`config.mk`:
```
export PLATFORM = sky130hd
export DESIGN_NAME = plr_regs
export DESIGN_NICKNAME = d
export VERILOG_FILES = /design/src/include/plr_pkg.sv /design/src/design/plr_accum.sv /design/src/design/plr_win.sv /design/src/design/plr_regs.sv
export SDC_FILE = /design/constraint.sdc
export NUM_CORES = 1
export LEC_CHECK = 0
export BUFFER_PORTS_ARGS = -buffer_cell sky130_fd_sc_hd__buf_2
export CAP_MARGIN = 20
export CELL_PAD_IN_SITES_DETAIL_PLACEMENT = 0
export CELL_PAD_IN_SITES_GLOBAL_PLACEMENT = 1
export CORE_MARGIN = 3
export CORE_UTILIZATION = 47
export DETAILED_ROUTE_END_ITERATION = 12
export PLACE_DENSITY_LB_ADDON = 0.1
export SYNTH_ARGS = -nofsm -noshare
export SYNTH_HDL_FRONTEND = slang
export SYNTH_SLANG_ARGS = --single-unit
```
`constraint.sdc`:
```
create_clock -name SYS_CLK_IN -period 12 [get_ports SYS_CLK_IN]
set_input_delay 0.6 -clock SYS_CLK_IN [delete_from_list [all_inputs] [get_ports SYS_CLK_IN]]
set_output_delay 0.6 -clock SYS_CLK_IN [all_outputs]
set_load 0.02 [all_outputs]
```
`src/include/plr_pkg.sv`:
```
// Package for the plane and memory power-limit register bank.
// Assumes a 200 MHz core clock and a 32-bit APB master on the same clock.
package plr_pkg;

    // Byte addresses of the APB words.
    localparam logic [7:0] CORE_LIM_ADDR = 8'h00;
    localparam logic [7:0] CORE_ENG_ADDR = 8'h04;
    localparam logic [7:0] CORE_PRI_ADDR = 8'h08;
    localparam logic [7:0] CORE_THR_ADDR = 8'h0C;
    localparam logic [7:0] UNC_LIM_ADDR = 8'h10;
    localparam logic [7:0] UNC_ENG_ADDR = 8'h14;
    localparam logic [7:0] UNC_PRI_ADDR = 8'h18;
    localparam logic [7:0] MEM_LIM_ADDR = 8'h20;
    localparam logic [7:0] MEM_ENG_ADDR = 8'h24;
    localparam logic [7:0] RANGE_LO_ADDR = 8'h28;
    localparam logic [7:0] RANGE_HI_ADDR = 8'h2C;
    localparam logic [7:0] MEM_THR_ADDR = 8'h30;

    // Field positions inside a limit word and a priority word.
    localparam int LIM_LSB = 0;
    localparam int LIM_W = 15;
    localparam int EN_BIT = 15;
    localparam int CLAMP_BIT = 16;
    localparam int WIN_LSB = 17;
    localparam int WIN_W = 7;
    localparam int WIN_Y_W = 5;
    localparam int LOCK_BIT = 31;
    localparam int PRI_W = 5;
    localparam int RANGE_HI_LSB = 16;

    // Writable bits; everything else reads as zero.
    localparam logic [31:0] PLANE_LIM_MASK = 32'h80FF_FFFF;
    localparam logic [31:0] MEM_LIM_MASK = 32'h80FE_FFFF;

    // Reset values. The uncore plane outranks the core plane by default.
    localparam logic [31:0] LIM_RST = 32'h0000_0000;
    localparam logic [4:0] CORE_PRI_RST = 5'h08;
    localparam logic [4:0] UNC_PRI_RST = 5'h10;

    // Memory power range, in power units and time units.
    localparam logic [14:0] MEM_TDP_PWR = 15'h0100;
    localparam logic [14:0] MEM_MIN_PWR = 15'h0040;
    localparam logic [14:0] MEM_MAX_PWR = 15'h0200;
    localparam logic [5:0] MEM_MAX_WIN = 6'h28;

    // Timing.
    localparam int CLK_PERIOD_NS = 5;
    localparam int REFRESH_NS = 1000000;
    localparam logic [27:0] REFRESH_CYCLES = 28'(REFRESH_NS / CLK_PERIOD_NS);
    localparam logic [27:0] CLK_HZ = 28'(1000000000 / CLK_PERIOD_NS);

endpackage

```
`src/design/plr_accum.sv`:
```
// 32-bit accumulator that sums increments and publishes the total on a strobe.
// Assumes increments come from logic on the same clock.
`timescale 1ns/10ps
module plr_accum (
    input wire logic clk_in,
    input wire logic rst_in,
    input wire logic ce_in,
    input wire logic [15:0] inc_in,
    input wire logic pub_in,
    output logic [31:0] total_out
);
    logic [31:0] shadow;
    logic [31:0] next_shadow;

    // The sum wraps modulo 2^32 with no flag.
    assign next_shadow = shadow + {16'h0000, inc_in};

    always_ff @(posedge clk_in) begin
        if (rst_in) begin
            shadow <= 32'h0000_0000;
        end else if (ce_in) begin
            shadow <= next_shadow;
        end
    end

    // Software sees the total only at publish strobes.
    always_ff @(posedge clk_in) begin
        if (rst_in) begin
            total_out <= 32'h0000_0000;
        end else if (ce_in && pub_in) begin
            total_out <= next_shadow;
        end
    end
endmodule // plr_accum

```
`src/design/plr_win.sv`:
```
// Decoder of a 7-bit time-window field into tenths of a time unit.
// Assumes the field comes from a register on the same clock.
`timescale 1ns/10ps
module plr_win import plr_pkg::*; (
    input wire logic clk_in,
    input wire logic rst_in,
    input wire logic ce_in,
    input wire logic [6:0] field_in,
    output logic [35:0] tenths_out
);
    logic [35:0] base;
    logic [1:0] frac;

    assign base = 36'h0_0000_0001 << field_in[WIN_Y_W-1:0];
    assign frac = field_in[WIN_W-1:WIN_Y_W];

    // Window = 2^Y * 1.F, so tenths = 2^Y * (10 + F); fits 35 bits.
    always_ff @(posedge clk_in) begin
        if (rst_in) begin
            tenths_out <= 36'h0_0000_0000;
        end else if (ce_in) begin
            tenths_out <= (base << 3) + (base << 1) + (frac[1] ? (base << 1) : 36'h0)
                + (frac[0] ? base : 36'h0);
        end
    end
endmodule // plr_win

```
`src/design/plr_regs.sv`:
```
// Power-limit register bank for the core plane, uncore plane and memory.
// Assumes an APB master and energy/throttle sources on SYS_CLK_IN.
// Notes on behaviour
// - Plane limit word holds a 15-bit average power limit in bits 14:0.
// - Bit 15 of each plane limit enables limiting when one.
// - Clamp bit lets the plane drop below the requested state in-window.
// - Plane window is 2^Y times 1.F time units, Y low five bits.
// - Plane lock ignores writes to its limit and priority until reset.
// - Core and uncore planes lock independently.
// - Plane energy totals are read-only, 32-bit, refreshed each millisecond.
// - Plane priority is five bits; 31 is highest.
// - Default priorities favour the uncore plane over the core plane.
// - Core throttle time is read-only, 32-bit, in time units.
// - Core throttle exists only on server; uncore absent on server.
// - Memory limit holds a 15-bit limit and an enable bit.
// - Memory window uses the same 2^Y times 1.F encoding.
// - Memory lock ignores writes to the memory limit until reset.
// - Memory energy total is read-only, 32-bit, refreshed each millisecond.
// - Memory range reports thermal, minimum and maximum power read-only.
// - Range reports the largest window; software must not exceed it.
// - Memory throttle time is read-only, 32-bit, in time units.
// - Time unit is one second over two to the unit field.
//
// Implementation choices: the APB register port and the address map.
`timescale 1ns/10ps
module plr_regs import plr_pkg::*; #(
    parameter logic [27:0] MS_CYCLES = REFRESH_CYCLES,
    parameter logic [27:0] UNIT_BASE_CYCLES = CLK_HZ,
    parameter bit SERVER_CFG = 1'b0
) (
    input wire logic SYS_CLK_IN,
    input wire logic RST_IN,
    input wire logic CE_IN,
    input wire logic PSEL_IN,
    input wire logic PENABLE_IN,
    input wire logic PWRITE_IN,
    input wire logic [7:0] PADDR_IN,
    input wire logic [31:0] PWDATA_IN,
    input wire logic [3:0] PSTRB_IN,
    output logic [31:0] PRDATA_OUT,
    output logic PREADY_OUT,
    output logic PSLVERR_OUT,
    input wire logic [3:0] UNIT_TIME_IN,
    input wire logic [15:0] CORE_ENERGY_INC_IN,
    input wire logic [15:0] UNCORE_ENERGY_INC_IN,
    input wire logic [15:0] MEM_ENERGY_INC_IN,
    input wire logic CORE_THROTTLED_IN,
    input wire logic MEM_THROTTLED_IN,
    output logic [14:0] CORE_LIMIT_OUT,
    output logic CORE_LIMIT_EN_OUT,
    output logic CORE_CLAMP_OUT,
    output logic [35:0] CORE_WINDOW_OUT,
    output logic [4:0] CORE_PRIORITY_OUT,
    output logic [14:0] UNCORE_LIMIT_OUT,
    output logic UNCORE_LIMIT_EN_OUT,
    output logic UNCORE_CLAMP_OUT,
    output logic [35:0] UNCORE_WINDOW_OUT,
    output logic [4:0] UNCORE_PRIORITY_OUT,
    output logic [14:0] MEM_LIMIT_OUT,
    output logic MEM_LIMIT_EN_OUT,
    output logic [35:0] MEM_WINDOW_OUT
);
    logic [31:0] core_lim;
    logic [31:0] unc_lim;
    logic [31:0] mem_lim;
    logic [4:0] core_pri;
    logic [4:0] unc_pri;
    logic [31:0] core_eng;
    logic [31:0] unc_eng;
    logic [31:0] mem_eng;
    logic [31:0] core_thr;
    logic [31:0] mem_thr;
    logic [27:0] ms_cnt;
    logic [27:0] unit_cnt;
    logic [27:0] unit_period;
    logic ms_tick;
    logic unit_tick;
    logic setup;
    logic wr_acc;
    logic wr_core_lim;
    logic wr_unc_lim;
    logic wr_mem_lim;
    logic wr_core_pri;
    logic wr_unc_pri;
    logic [31:0] rd_data;
    logic rd_ok;

    // Byte-lane merge of a write word, then the writable-bit mask.
    function automatic logic [31:0] merge(input logic [31:0] old, input logic [31:0] nw,
                                          input logic [3:0] strb, input logic [31:0] mask);
        logic [31:0] r;
        r = old;
        for (int i = 0; i < 4; i++) begin
            if (strb[i]) begin
                r[i*8 +: 8] = nw[i*8 +: 8];
            end
        end
        return r & mask;
    endfunction

    // The slave never inserts wait states; read data is captured in setup.
    assign PREADY_OUT = 1'b1;
    assign setup = PSEL_IN && !PENABLE_IN;
    assign wr_acc = PSEL_IN && PENABLE_IN && PWRITE_IN;

    // A set lock bit blocks the write that would clear it, so it holds to reset.
    assign wr_core_lim = wr_acc && (PADDR_IN == CORE_LIM_ADDR) && !core_lim[LOCK_BIT];
    assign wr_unc_lim = wr_acc && (PADDR_IN == UNC_LIM_ADDR) && !SERVER_CFG
        && !unc_lim[LOCK_BIT];
    assign wr_mem_lim = wr_acc && (PADDR_IN == MEM_LIM_ADDR) && SERVER_CFG
        && !mem_lim[LOCK_BIT];
    assign wr_core_pri = wr_acc && (PADDR_IN == CORE_PRI_ADDR) && !core_lim[LOCK_BIT];
    assign wr_unc_pri = wr_acc && (PADDR_IN == UNC_PRI_ADDR) && !SERVER_CFG
        && !unc_lim[LOCK_BIT];

    always_ff @(posedge SYS_CLK_IN) begin
        if (RST_IN) begin
            core_lim <= LIM_RST;
        end else if (CE_IN && wr_core_lim) begin
            core_lim <= merge(core_lim, PWDATA_IN, PSTRB_IN, PLANE_LIM_MASK);
        end
    end

    always_ff @(posedge SYS_CLK_IN) begin
        if (RST_IN) begin
            unc_lim <= LIM_RST;
        end else if (CE_IN && wr_unc_lim) begin
            unc_lim <= merge(unc_lim, PWDATA_IN, PSTRB_IN, PLANE_LIM_MASK);
        end
    end

    always_ff @(posedge SYS_CLK_IN) begin
        if (RST_IN) begin
            mem_lim <= LIM_RST;
        end else if (CE_IN && wr_mem_lim) begin
            mem_lim <= merge(mem_lim, PWDATA_IN, PSTRB_IN, MEM_LIM_MASK);
        end
    end

    always_ff @(posedge SYS_CLK_IN) begin
        if (RST_IN) begin
            core_pri <= CORE_PRI_RST;
            unc_pri <= UNC_PRI_RST;
        end else if (CE_IN) begin
            if (wr_core_pri && PSTRB_IN[0]) begin
                core_pri <= PWDATA_IN[PRI_W-1:0];
            end
            if (wr_unc_pri && PSTRB_IN[0]) begin
                unc_pri <= PWDATA_IN[PRI_W-1:0];
            end
        end
    end

    // Limiter controls. Clamping is only granted while limiting is enabled.
    assign CORE_LIMIT_OUT = core_lim[LIM_LSB +: LIM_W];
    assign CORE_LIMIT_EN_OUT = core_lim[EN_BIT];
    assign CORE_CLAMP_OUT = core_lim[EN_BIT] && core_lim[CLAMP_BIT];
    assign CORE_PRIORITY_OUT = core_pri;
    assign UNCORE_LIMIT_OUT = unc_lim[LIM_LSB +: LIM_W];
    assign UNCORE_LIMIT_EN_OUT = unc_lim[EN_BIT];
    assign UNCORE_CLAMP_OUT = unc_lim[EN_BIT] && unc_lim[CLAMP_BIT];
    assign UNCORE_PRIORITY_OUT = unc_pri;
    assign MEM_LIMIT_OUT = mem_lim[LIM_LSB +: LIM_W];
    assign MEM_LIMIT_EN_OUT = mem_lim[EN_BIT];

    plr_win u_core_win (
        .clk_in(SYS_CLK_IN),
        .rst_in(RST_IN),
        .ce_in(CE_IN),
        .field_in(core_lim[WIN_LSB +: WIN_W]),
        .tenths_out(CORE_WINDOW_OUT)
    );

    plr_win u_unc_win (
        .clk_in(SYS_CLK_IN),
        .rst_in(RST_IN),
        .ce_in(CE_IN),
        .field_in(unc_lim[WIN_LSB +: WIN_W]),
        .tenths_out(UNCORE_WINDOW_OUT)
    );

    plr_win u_mem_win (
        .clk_in(SYS_CLK_IN),
        .rst_in(RST_IN),
        .ce_in(CE_IN),
        .field_in(mem_lim[WIN_LSB +: WIN_W]),
        .tenths_out(MEM_WINDOW_OUT)
    );

    // Millisecond refresh strobe for the energy totals.
    assign ms_tick = (ms_cnt == MS_CYCLES - 28'h000_0001);

    always_ff @(posedge SYS_CLK_IN) begin
        if (RST_IN) begin
            ms_cnt <= 28'h000_0000;
        end else if (CE_IN) begin
            ms_cnt <= ms_tick ? 28'h000_0000 : ms_cnt + 28'h000_0001;
        end
    end

    // One time unit is one second shifted down by the unit field.
    assign unit_period = UNIT_BASE_CYCLES >> UNIT_TIME_IN;
    assign unit_tick = (unit_cnt >= unit_period - 28'h000_0001);

    // A unit-field change mid-count only stretches or cuts one unit.
    always_ff @(posedge SYS_CLK_IN) begin
        if (RST_IN) begin
            unit_cnt <= 28'h000_0000;
        end else if (CE_IN) begin
            unit_cnt <= unit_tick ? 28'h000_0000 : unit_cnt + 28'h000_0001;
        end
    end

    plr_accum u_core_eng (
        .clk_in(SYS_CLK_IN),
        .rst_in(RST_IN),
        .ce_in(CE_IN),
        .inc_in(CORE_ENERGY_INC_IN),
        .pub_in(ms_tick),
        .total_out(core_eng)
    );

    plr_accum u_unc_eng (
        .clk_in(SYS_CLK_IN),
        .rst_in(RST_IN),
        .ce_in(CE_IN),
        .inc_in(UNCORE_ENERGY_INC_IN),
        .pub_in(ms_tick),
        .total_out(unc_eng)
    );

    plr_accum u_mem_eng (
        .clk_in(SYS_CLK_IN),
        .rst_in(RST_IN),
        .ce_in(CE_IN),
        .inc_in(MEM_ENERGY_INC_IN),
        .pub_in(ms_tick),
        .total_out(mem_eng)
    );

    // Throttle time counts units whose last cycle finds the plane throttled and is visible at once.
    plr_accum u_core_thr (
        .clk_in(SYS_CLK_IN),
        .rst_in(RST_IN),
        .ce_in(CE_IN),
        .inc_in({15'h0000, CORE_THROTTLED_IN && unit_tick}),
        .pub_in(1'b1),
        .total_out(core_thr)
    );

    plr_accum u_mem_thr (
        .clk_in(SYS_CLK_IN),
        .rst_in(RST_IN),
        .ce_in(CE_IN),
        .inc_in({15'h0000, MEM_THROTTLED_IN && unit_tick}),
        .pub_in(1'b1),
        .total_out(mem_thr)
    );

    // Read decode. Words absent in this configuration answer with an error.
    always_comb begin
        rd_data = 32'h0000_0000;
        rd_ok = 1'b1;
        unique case (PADDR_IN)
            CORE_LIM_ADDR: rd_data = core_lim;
            CORE_ENG_ADDR: rd_data = core_eng;
            CORE_PRI_ADDR: rd_data = {27'h000_0000, core_pri};
            CORE_THR_ADDR: begin
                rd_ok = SERVER_CFG;
                rd_data = SERVER_CFG ? core_thr : 32'h0000_0000;
            end
            UNC_LIM_ADDR: begin
                rd_ok = !SERVER_CFG;
                rd_data = SERVER_CFG ? 32'h0000_0000 : unc_lim;
            end
            UNC_ENG_ADDR: begin
                rd_ok = !SERVER_CFG;
                rd_data = SERVER_CFG ? 32'h0000_0000 : unc_eng;
            end
            UNC_PRI_ADDR: begin
                rd_ok = !SERVER_CFG;
                rd_data = SERVER_CFG ? 32'h0000_0000 : {27'h000_0000, unc_pri};
            end
            MEM_LIM_ADDR: begin
                rd_ok = SERVER_CFG;
                rd_data = SERVER_CFG ? mem_lim : 32'h0000_0000;
            end
            MEM_ENG_ADDR: begin
                rd_ok = SERVER_CFG;
                rd_data = SERVER_CFG ? mem_eng : 32'h0000_0000;
            end
            RANGE_LO_ADDR: begin
                rd_ok = SERVER_CFG;
                rd_data = SERVER_CFG ? {1'b0, MEM_MIN_PWR, 1'b0, MEM_TDP_PWR}
                    : 32'h0000_0000;
            end
            RANGE_HI_ADDR: begin
                rd_ok = SERVER_CFG;
                rd_data = SERVER_CFG ? {10'h000, MEM_MAX_WIN, 1'b0, MEM_MAX_PWR}
                    : 32'h0000_0000;
            end
            MEM_THR_ADDR: begin
                rd_ok = SERVER_CFG;
                rd_data = SERVER_CFG ? mem_thr : 32'h0000_0000;
            end
            default: rd_ok = 1'b0;
        endcase
    end

    // Answer registered in setup so the access phase sees stable flops.
    always_ff @(posedge SYS_CLK_IN) begin
        if (RST_IN) begin
            PRDATA_OUT <= 32'h0000_0000;
            PSLVERR_OUT <= 1'b0;
        end else if (CE_IN && setup) begin
            PRDATA_OUT <= PWRITE_IN ? 32'h0000_0000 : rd_data;
            PSLVERR_OUT <= !rd_ok;
        end
    end
endmodule // plr_regs

```
-- Word level (Yosys, flattened, before mapping)
Cells that the tools add are included.
- bits of input ports: 104
- register bits: 322
- output and inout bits: 202
- logic and storage cells: 80
- equality and inequality tests: 6
- multiplexer cells: 8
- $add $sub $neg: 9
- shifts and indexed selects: 2
- reductions and logical operators: 35
- operator list (operator ; number):
    adder 36 bit ; 6
    case mux 32 bit (6 select lines) ; 1
    2-to-1 mux 36 bit ; 4
    left shift 1 x 5 -> 36 bit, first input constant ; 2
    adder 32 x 16 -> 32 bit ; 2
    2-to-1 mux 32 bit ; 1
    adder 28 x 1 -> 28 bit, second input constant ; 1
    == test 28 x 18 -> 1 bit, second input constant ; 1
    2-to-1 mux 28 bit ; 1
    == test 8 x 5 -> 1 bit, second input constant ; 3
    AND reduction 2 bit ; 10
    logical AND 1 bit ; 19
    == test 8 x 3 -> 1 bit, second input constant ; 1
    == test 8 x 4 -> 1 bit, second input constant ; 1
    zero test 8 bit ; 1
    OR reduction 6 bit ; 1
    zero test 1 bit ; 4
    2-to-1 mux 1 bit ; 1

-- Depth between registers and ports, before layout
- depth after elaboration: 6
- depth in mapped cells: 19

-- Modules after synthesis
A second synthesis with hierarchy kept.
- cells, all modules: 3576
- area total of the unflattened synthesis: 29030.3 µm²
- modules (own cells, without submodules) (module ; area an instance (µm²) ; instances ; cells each ; seq. area each (µm²)):
    plr_accum ; 3842.4 ; 2 ; 460 ; 1281.2
    plr_regs ; 6030.8 ; 1 ; 725 ; 2422.3
    plr_win at u_unc_win ; 5282.6 ; 1 ; 667 ; 720.7
    plr_win at u_core_win ; 5101.1 ; 1 ; 644 ; 720.7
    plr_win at u_mem_win ; 4931.0 ; 1 ; 620 ; 720.7

-- Worst setup path after synthesis
No wires, ideal clock.
- path kind: reg-to-reg
- from: reg core_lim[18]
- to: reg u_core_win.tenths_out[31]
- arrival: 4345 ps
- setup time: 133 ps
- stages on the path, launching flop included: 18
- buffers on the path: 2
- path slack: 7522 ps
- cell sequence: dfxtp_1 clkbuf_1 nor3b_1 clkbuf_1 nand3_1 fa_1 fa_1 inv_1 fa_1 a21oi_1 nor2_1 o21a_1 o41a_1 a21oi_1 o21ai_1 a31oi_1 xor2_1 o22ai_1
- word-level cells in the longest chain between the ends: 4
- elaborated cells on any way between the ends: 6
- classes of those cells: add/sub: 3; shift: 1; mux: 2
- RTL lines (element ; line ; source):
    start: declaration ; plr_regs.sv:63 ; logic [31:0] core_lim;
    start signal: assignment ; plr_regs.sv:120 ; core_lim <= merge(core_lim, PWDATA_IN, PSTRB_IN, PLANE_LIM_MASK);
    left shift 1 x 5 -> 36 bit * ; plr_win.sv:14 ; assign base = 36'h0_0000_0001 << field_in[WIN_Y_W-1:0];
    adder 36 bit / 2-to-1 mux 36 bit (equally long branches) ; plr_win.sv:22 ; tenths_out <= (base << 3) + (base << 1) + (frac[1] ? (base << 1) : 36'h0)
    adder 36 bit ; plr_win.sv:22 ;
    adder 36 bit * ; plr_win.sv:23 ; + (frac[0] ? base : 36'h0);
    end signal: assignment ; plr_win.sv:22 ;
    end: declaration ; plr_win.sv:9 ; output logic [35:0] tenths_out
Every way passes the cells marked *; elsewhere a longest branch is shown, timed or not.
A chain may end at the register's enable or synchronous reset.

-- Worst setup path in the final report
- from: reg core_lim[20]
- to: reg u_core_win.tenths_out[31]
Same word-level chain as after synthesis.

==> flow_metrics.env <==
export IMPL_finalInstanceArea_um2=24880
export IMPL_hold_buffers=0
export IMPL_period_minus_slack_ns=5.491
export IMPL_synthesis_area_um2=22570
export IMPL_core_area_um2=46950
export IMPL_hold_depth=3
export IMPL_combinationalPowerShare=0.117
export IMPL_yosysTopAreaCell="dfxtp_1"
export IMPL_r2r_end="u_core_win.tenths_out[31]"
export IMPL_critPathCaptureType="register"
export IMPL_hold_viol=0
export IMPL_crit_required_ns=12.40
export IMPL_grt_overflow=0
export IMPL_avgViaCountPerCell=5.447
export IMPL_hpwl_um=45800
export IMPL_synthDistinctLibCells=83
export IMPL_ys_seq_area_frac=0.2857
export IMPL_gr_usage_met2=0.3696
export IMPL_place_congestion=0.8655
export IMPL_grt_usage=0.2350
export IMPL_first_global_vias=18080
export IMPL_seqPwrFrac=0.423
export IMPL_met1_usage=0.3421
export IMPL_start_kind="register"
export IMPL_antenna_left=0
export IMPL_cts_buffers=39
export IMPL_met3_usage=0.02957
export IMPL_drv_slew=0
export IMPL_finalNetCount=3207
export IMPL_multi_input_area_um2=14260
export IMPL_hp_class="input port to register"
export IMPL_outcome="complete, no violations"
export IMPL_die_height_um=225.1
export IMPL_wl_per_cell_um=17.29
export IMPL_r2r_start="core_lim[20]"
export IMPL_netlist_top_cells_area="dfxtp_1 (29%), fa_1 (11%), ha_1 (5.7%)"
export IMPL_cts_sinks=322
export IMPL_crit_fanout=11
export IMPL_hp_start="PWDATA_IN[7]"
export IMPL_p_switching_w=0.0006972
export IMPL_drive_gt1_frac=0.1192
export IMPL_antenna_found_initial=0
export IMPL_finalWirelength_um=60670
export IMPL_cts_buffer_depth=3
export IMPL_first_iter_violations=1405
export IMPL_p_per_area_nw_per_um2=104.9
export IMPL_intPower_w=0.001912
export IMPL_htree_levels=2
export IMPL_synthToLayoutAreaGrowth_pct=10.26
export IMPL_rsz0062_at_grt="no"
export IMPL_drc=0
export IMPL_fin_skew_ns=0.02075
export IMPL_finalSetupViolations=0
export IMPL_cts_tree="yes"
export IMPL_diodes=0
export IMPL_yosys_top_cells_count="nor2_1 (338), nand2_1 (337), dfxtp_1 (322)"
export IMPL_io_buffer_count=225
export IMPL_slew_headroom=0.3096
export IMPL_start_util=0.4806
export IMPL_drv_cap=0
export IMPL_drt_first_pass_iters=8
export IMPL_fin_tns_setup_ns=0
export IMPL_reg2reg_setup_slack_ns=6.51
export IMPL_ys_flop_type="dfxtp_1"
export IMPL_pwr_share_clk=0.460
export IMPL_synth_most_common_cell="nor2_1"
export IMPL_crit_type="register to register"
export IMPL_cts_root_buf="clkbuf_16"
export IMPL_yosysWarnings=0
export IMPL_regArea_um2=6446
export IMPL_power_leakage_nw=10.78
export IMPL_cp_arrival_ns=5.89
export IMPL_switching_share=0.2672
export IMPL_worstRegToRegCells=16
export IMPL_io_pins=306
export IMPL_period_share=0.4575
export IMPL_die_area_um2=50680
export IMPL_cts_setup_buffers=0
export IMPL_vias=19120
export IMPL_post_dp_cell_area_um2=23540
export IMPL_grt_busiest_layer="met2"
export IMPL_synth_top_cell_area_share=0.2857
export IMPL_fmax_ghz=0.1821
export IMPL_n_fill_cell=4539
export IMPL_postSynthRegisterBits=322
export IMPL_die_w_um=225.1
export IMPL_clk_pin_slew_ns=0.06
export IMPL_clkLatencyLatePin_ns=0.56
export IMPL_vdd_ir_drop_max_mv=0.09990
export IMPL_synthCells=2775
export IMPL_synth_edf_count=0
export IMPL_grt_max_degree=210
export IMPL_worst_pin_slew_ns=1.028
export IMPL_ys_async_sr_fraction=0
export IMPL_grt_pass1_wl_um=97230
export IMPL_min_to="unc_lim[7]"
export IMPL_postSynthAreaPerCell_um2=8.132
export IMPL_cts_repair_resized=0
export IMPL_std_cell_rows=79
export IMPL_power_w=0.002609
layer usage:
layer | up-vias | wire length, µm | share of wire
li1 | 9443 | - | -
met1 | 9155 | 29000 | 0.48
met2 | 442 | 27310 | 0.45
met3 | 78 | 2971 | 0.049
met4 | 0 | 1398 | 0.023
met5 | - | 0 | 0
cell type report:
class,instances,area share
clock inverters,15,0.007191
well taps,607,0.03052
clock buffers,55,0.04486
inverters,203,0.03062
flip-flops and latches,322,0.2591
multi-input cells,2063,0.5733
repair buffers,245,0.05441
logic make-up (layout without fill, tap and decap cells):
family          Yosys count  after routing  synth area share
xor+xnor                162            162           0.06287
fa+ha+maj               229            229            0.1689
other cells               2             51         0.0003328
compound gates          508            508            0.1449
buf+inv                 439            518           0.09098
flops                   322            322            0.2857
mux                      86             86           0.03826
simple gates           1027           1027            0.2081
stage by stage:
stage	utilization	setup slack (ns)	cells	hold slack [ns]
2_1_floorplan	-	7.522	2824	0.4255
3_3_place_gp	0.5005	6.438	3435	0.4369
3_5_place_dp	0.5014	6.345	3437	0.4445
4_1_cts	0.5290	6.293	3507	0.2680
5_1_grt	0.5299	6.180	3510	0.3014
6_report	0.5299	6.509	3510	0.2962
registers in the layout (all words and copies together) (netlist names), 5 cells and up:
name                   flops
u_unc_eng.shadow          32
CORE_PRIORITY_OUT          5
u_unc_win.tenths_out      36
u_unc_eng.total_out       32
PRDATA_OUT                32
core_lim                  25
u_core_win.tenths_out     36
u_core_eng.total_out      32
ms_cnt                    28
u_core_eng.shadow         32
unc_lim                   25
UNCORE_PRIORITY_OUT        5
how the worst max path moves through the flow:
| stage | start | endpoint | slack (ns) |
|---|---|---|---|
| final | core_lim[20] | u_core_win.tenths_out[31] | 6.51 |
| after CTS | core_lim[18] | u_core_win.tenths_out[31] | 6.29 |
| after floorplan | core_lim[18] | u_core_win.tenths_out[31] | 7.52 |
| after global routing | core_lim[20] | u_core_win.tenths_out[31] | 6.18 |
| after detailed placement | core_lim[18] | u_core_win.tenths_out[31] | 6.34 |
| after global placement | core_lim[18] | u_core_win.tenths_out[31] | 6.44 |
power groups by stage:
stage / Sequential, W / Combinational [W] / Clock [W]
finish: 0.00110 / 0.000304 / 0.00120
CTS: 0.00110 / 0.000303 / 0.00123
detailed placement: 0.00113 / 0.000302 / 0
global placement: 0.00113 / 0.000299 / 0
global route: 0.00111 / 0.000337 / 0.00127
floorplan: 0.00113 / 0.000235 / 0
worst max-delay path: stages (launching register included):
cell     delay, ns
dfxtp_1       0.44
nor3_1        0.88
nand2_1       0.25
fa_1          0.49
fa_1          0.51
inv_1         0.05
ha_1          0.22
fa_1          0.40
a21oi_1       0.24
nor2_1        0.06
o21a_1        0.19
o41a_1        0.41
a21oi_1       0.39
o21ai_1       0.18
a31oi_1       0.31
xor2_1        0.20
o22ai_1       0.10
placed cells by master, fill, tap and decap left out, types with 22 or more instances in the layout:
| cell type | instances |
|---|---|
| nand2_1 | 337 |
| nor2_1 | 335 |
| dfxtp_1 | 322 |
| buf_2 | 224 |
| a21oi_1 | 223 |
| inv_1 | 203 |
| fa_1 | 126 |
| nand3_1 | 124 |
| ha_1 | 103 |
| xor2_1 | 91 |
| mux2i_1 | 84 |
| xnor2_1 | 71 |
| conb_1 | 51 |
| a211oi_1 | 44 |
| o21ai_0 | 43 |
| a21o_1 | 42 |
| clkbuf_16 | 39 |
| and3_1 | 35 |
| nand4_1 | 33 |
| nand2b_1 | 26 |
| and2_1 | 22 |
Power figures use the tool's default switching activity.
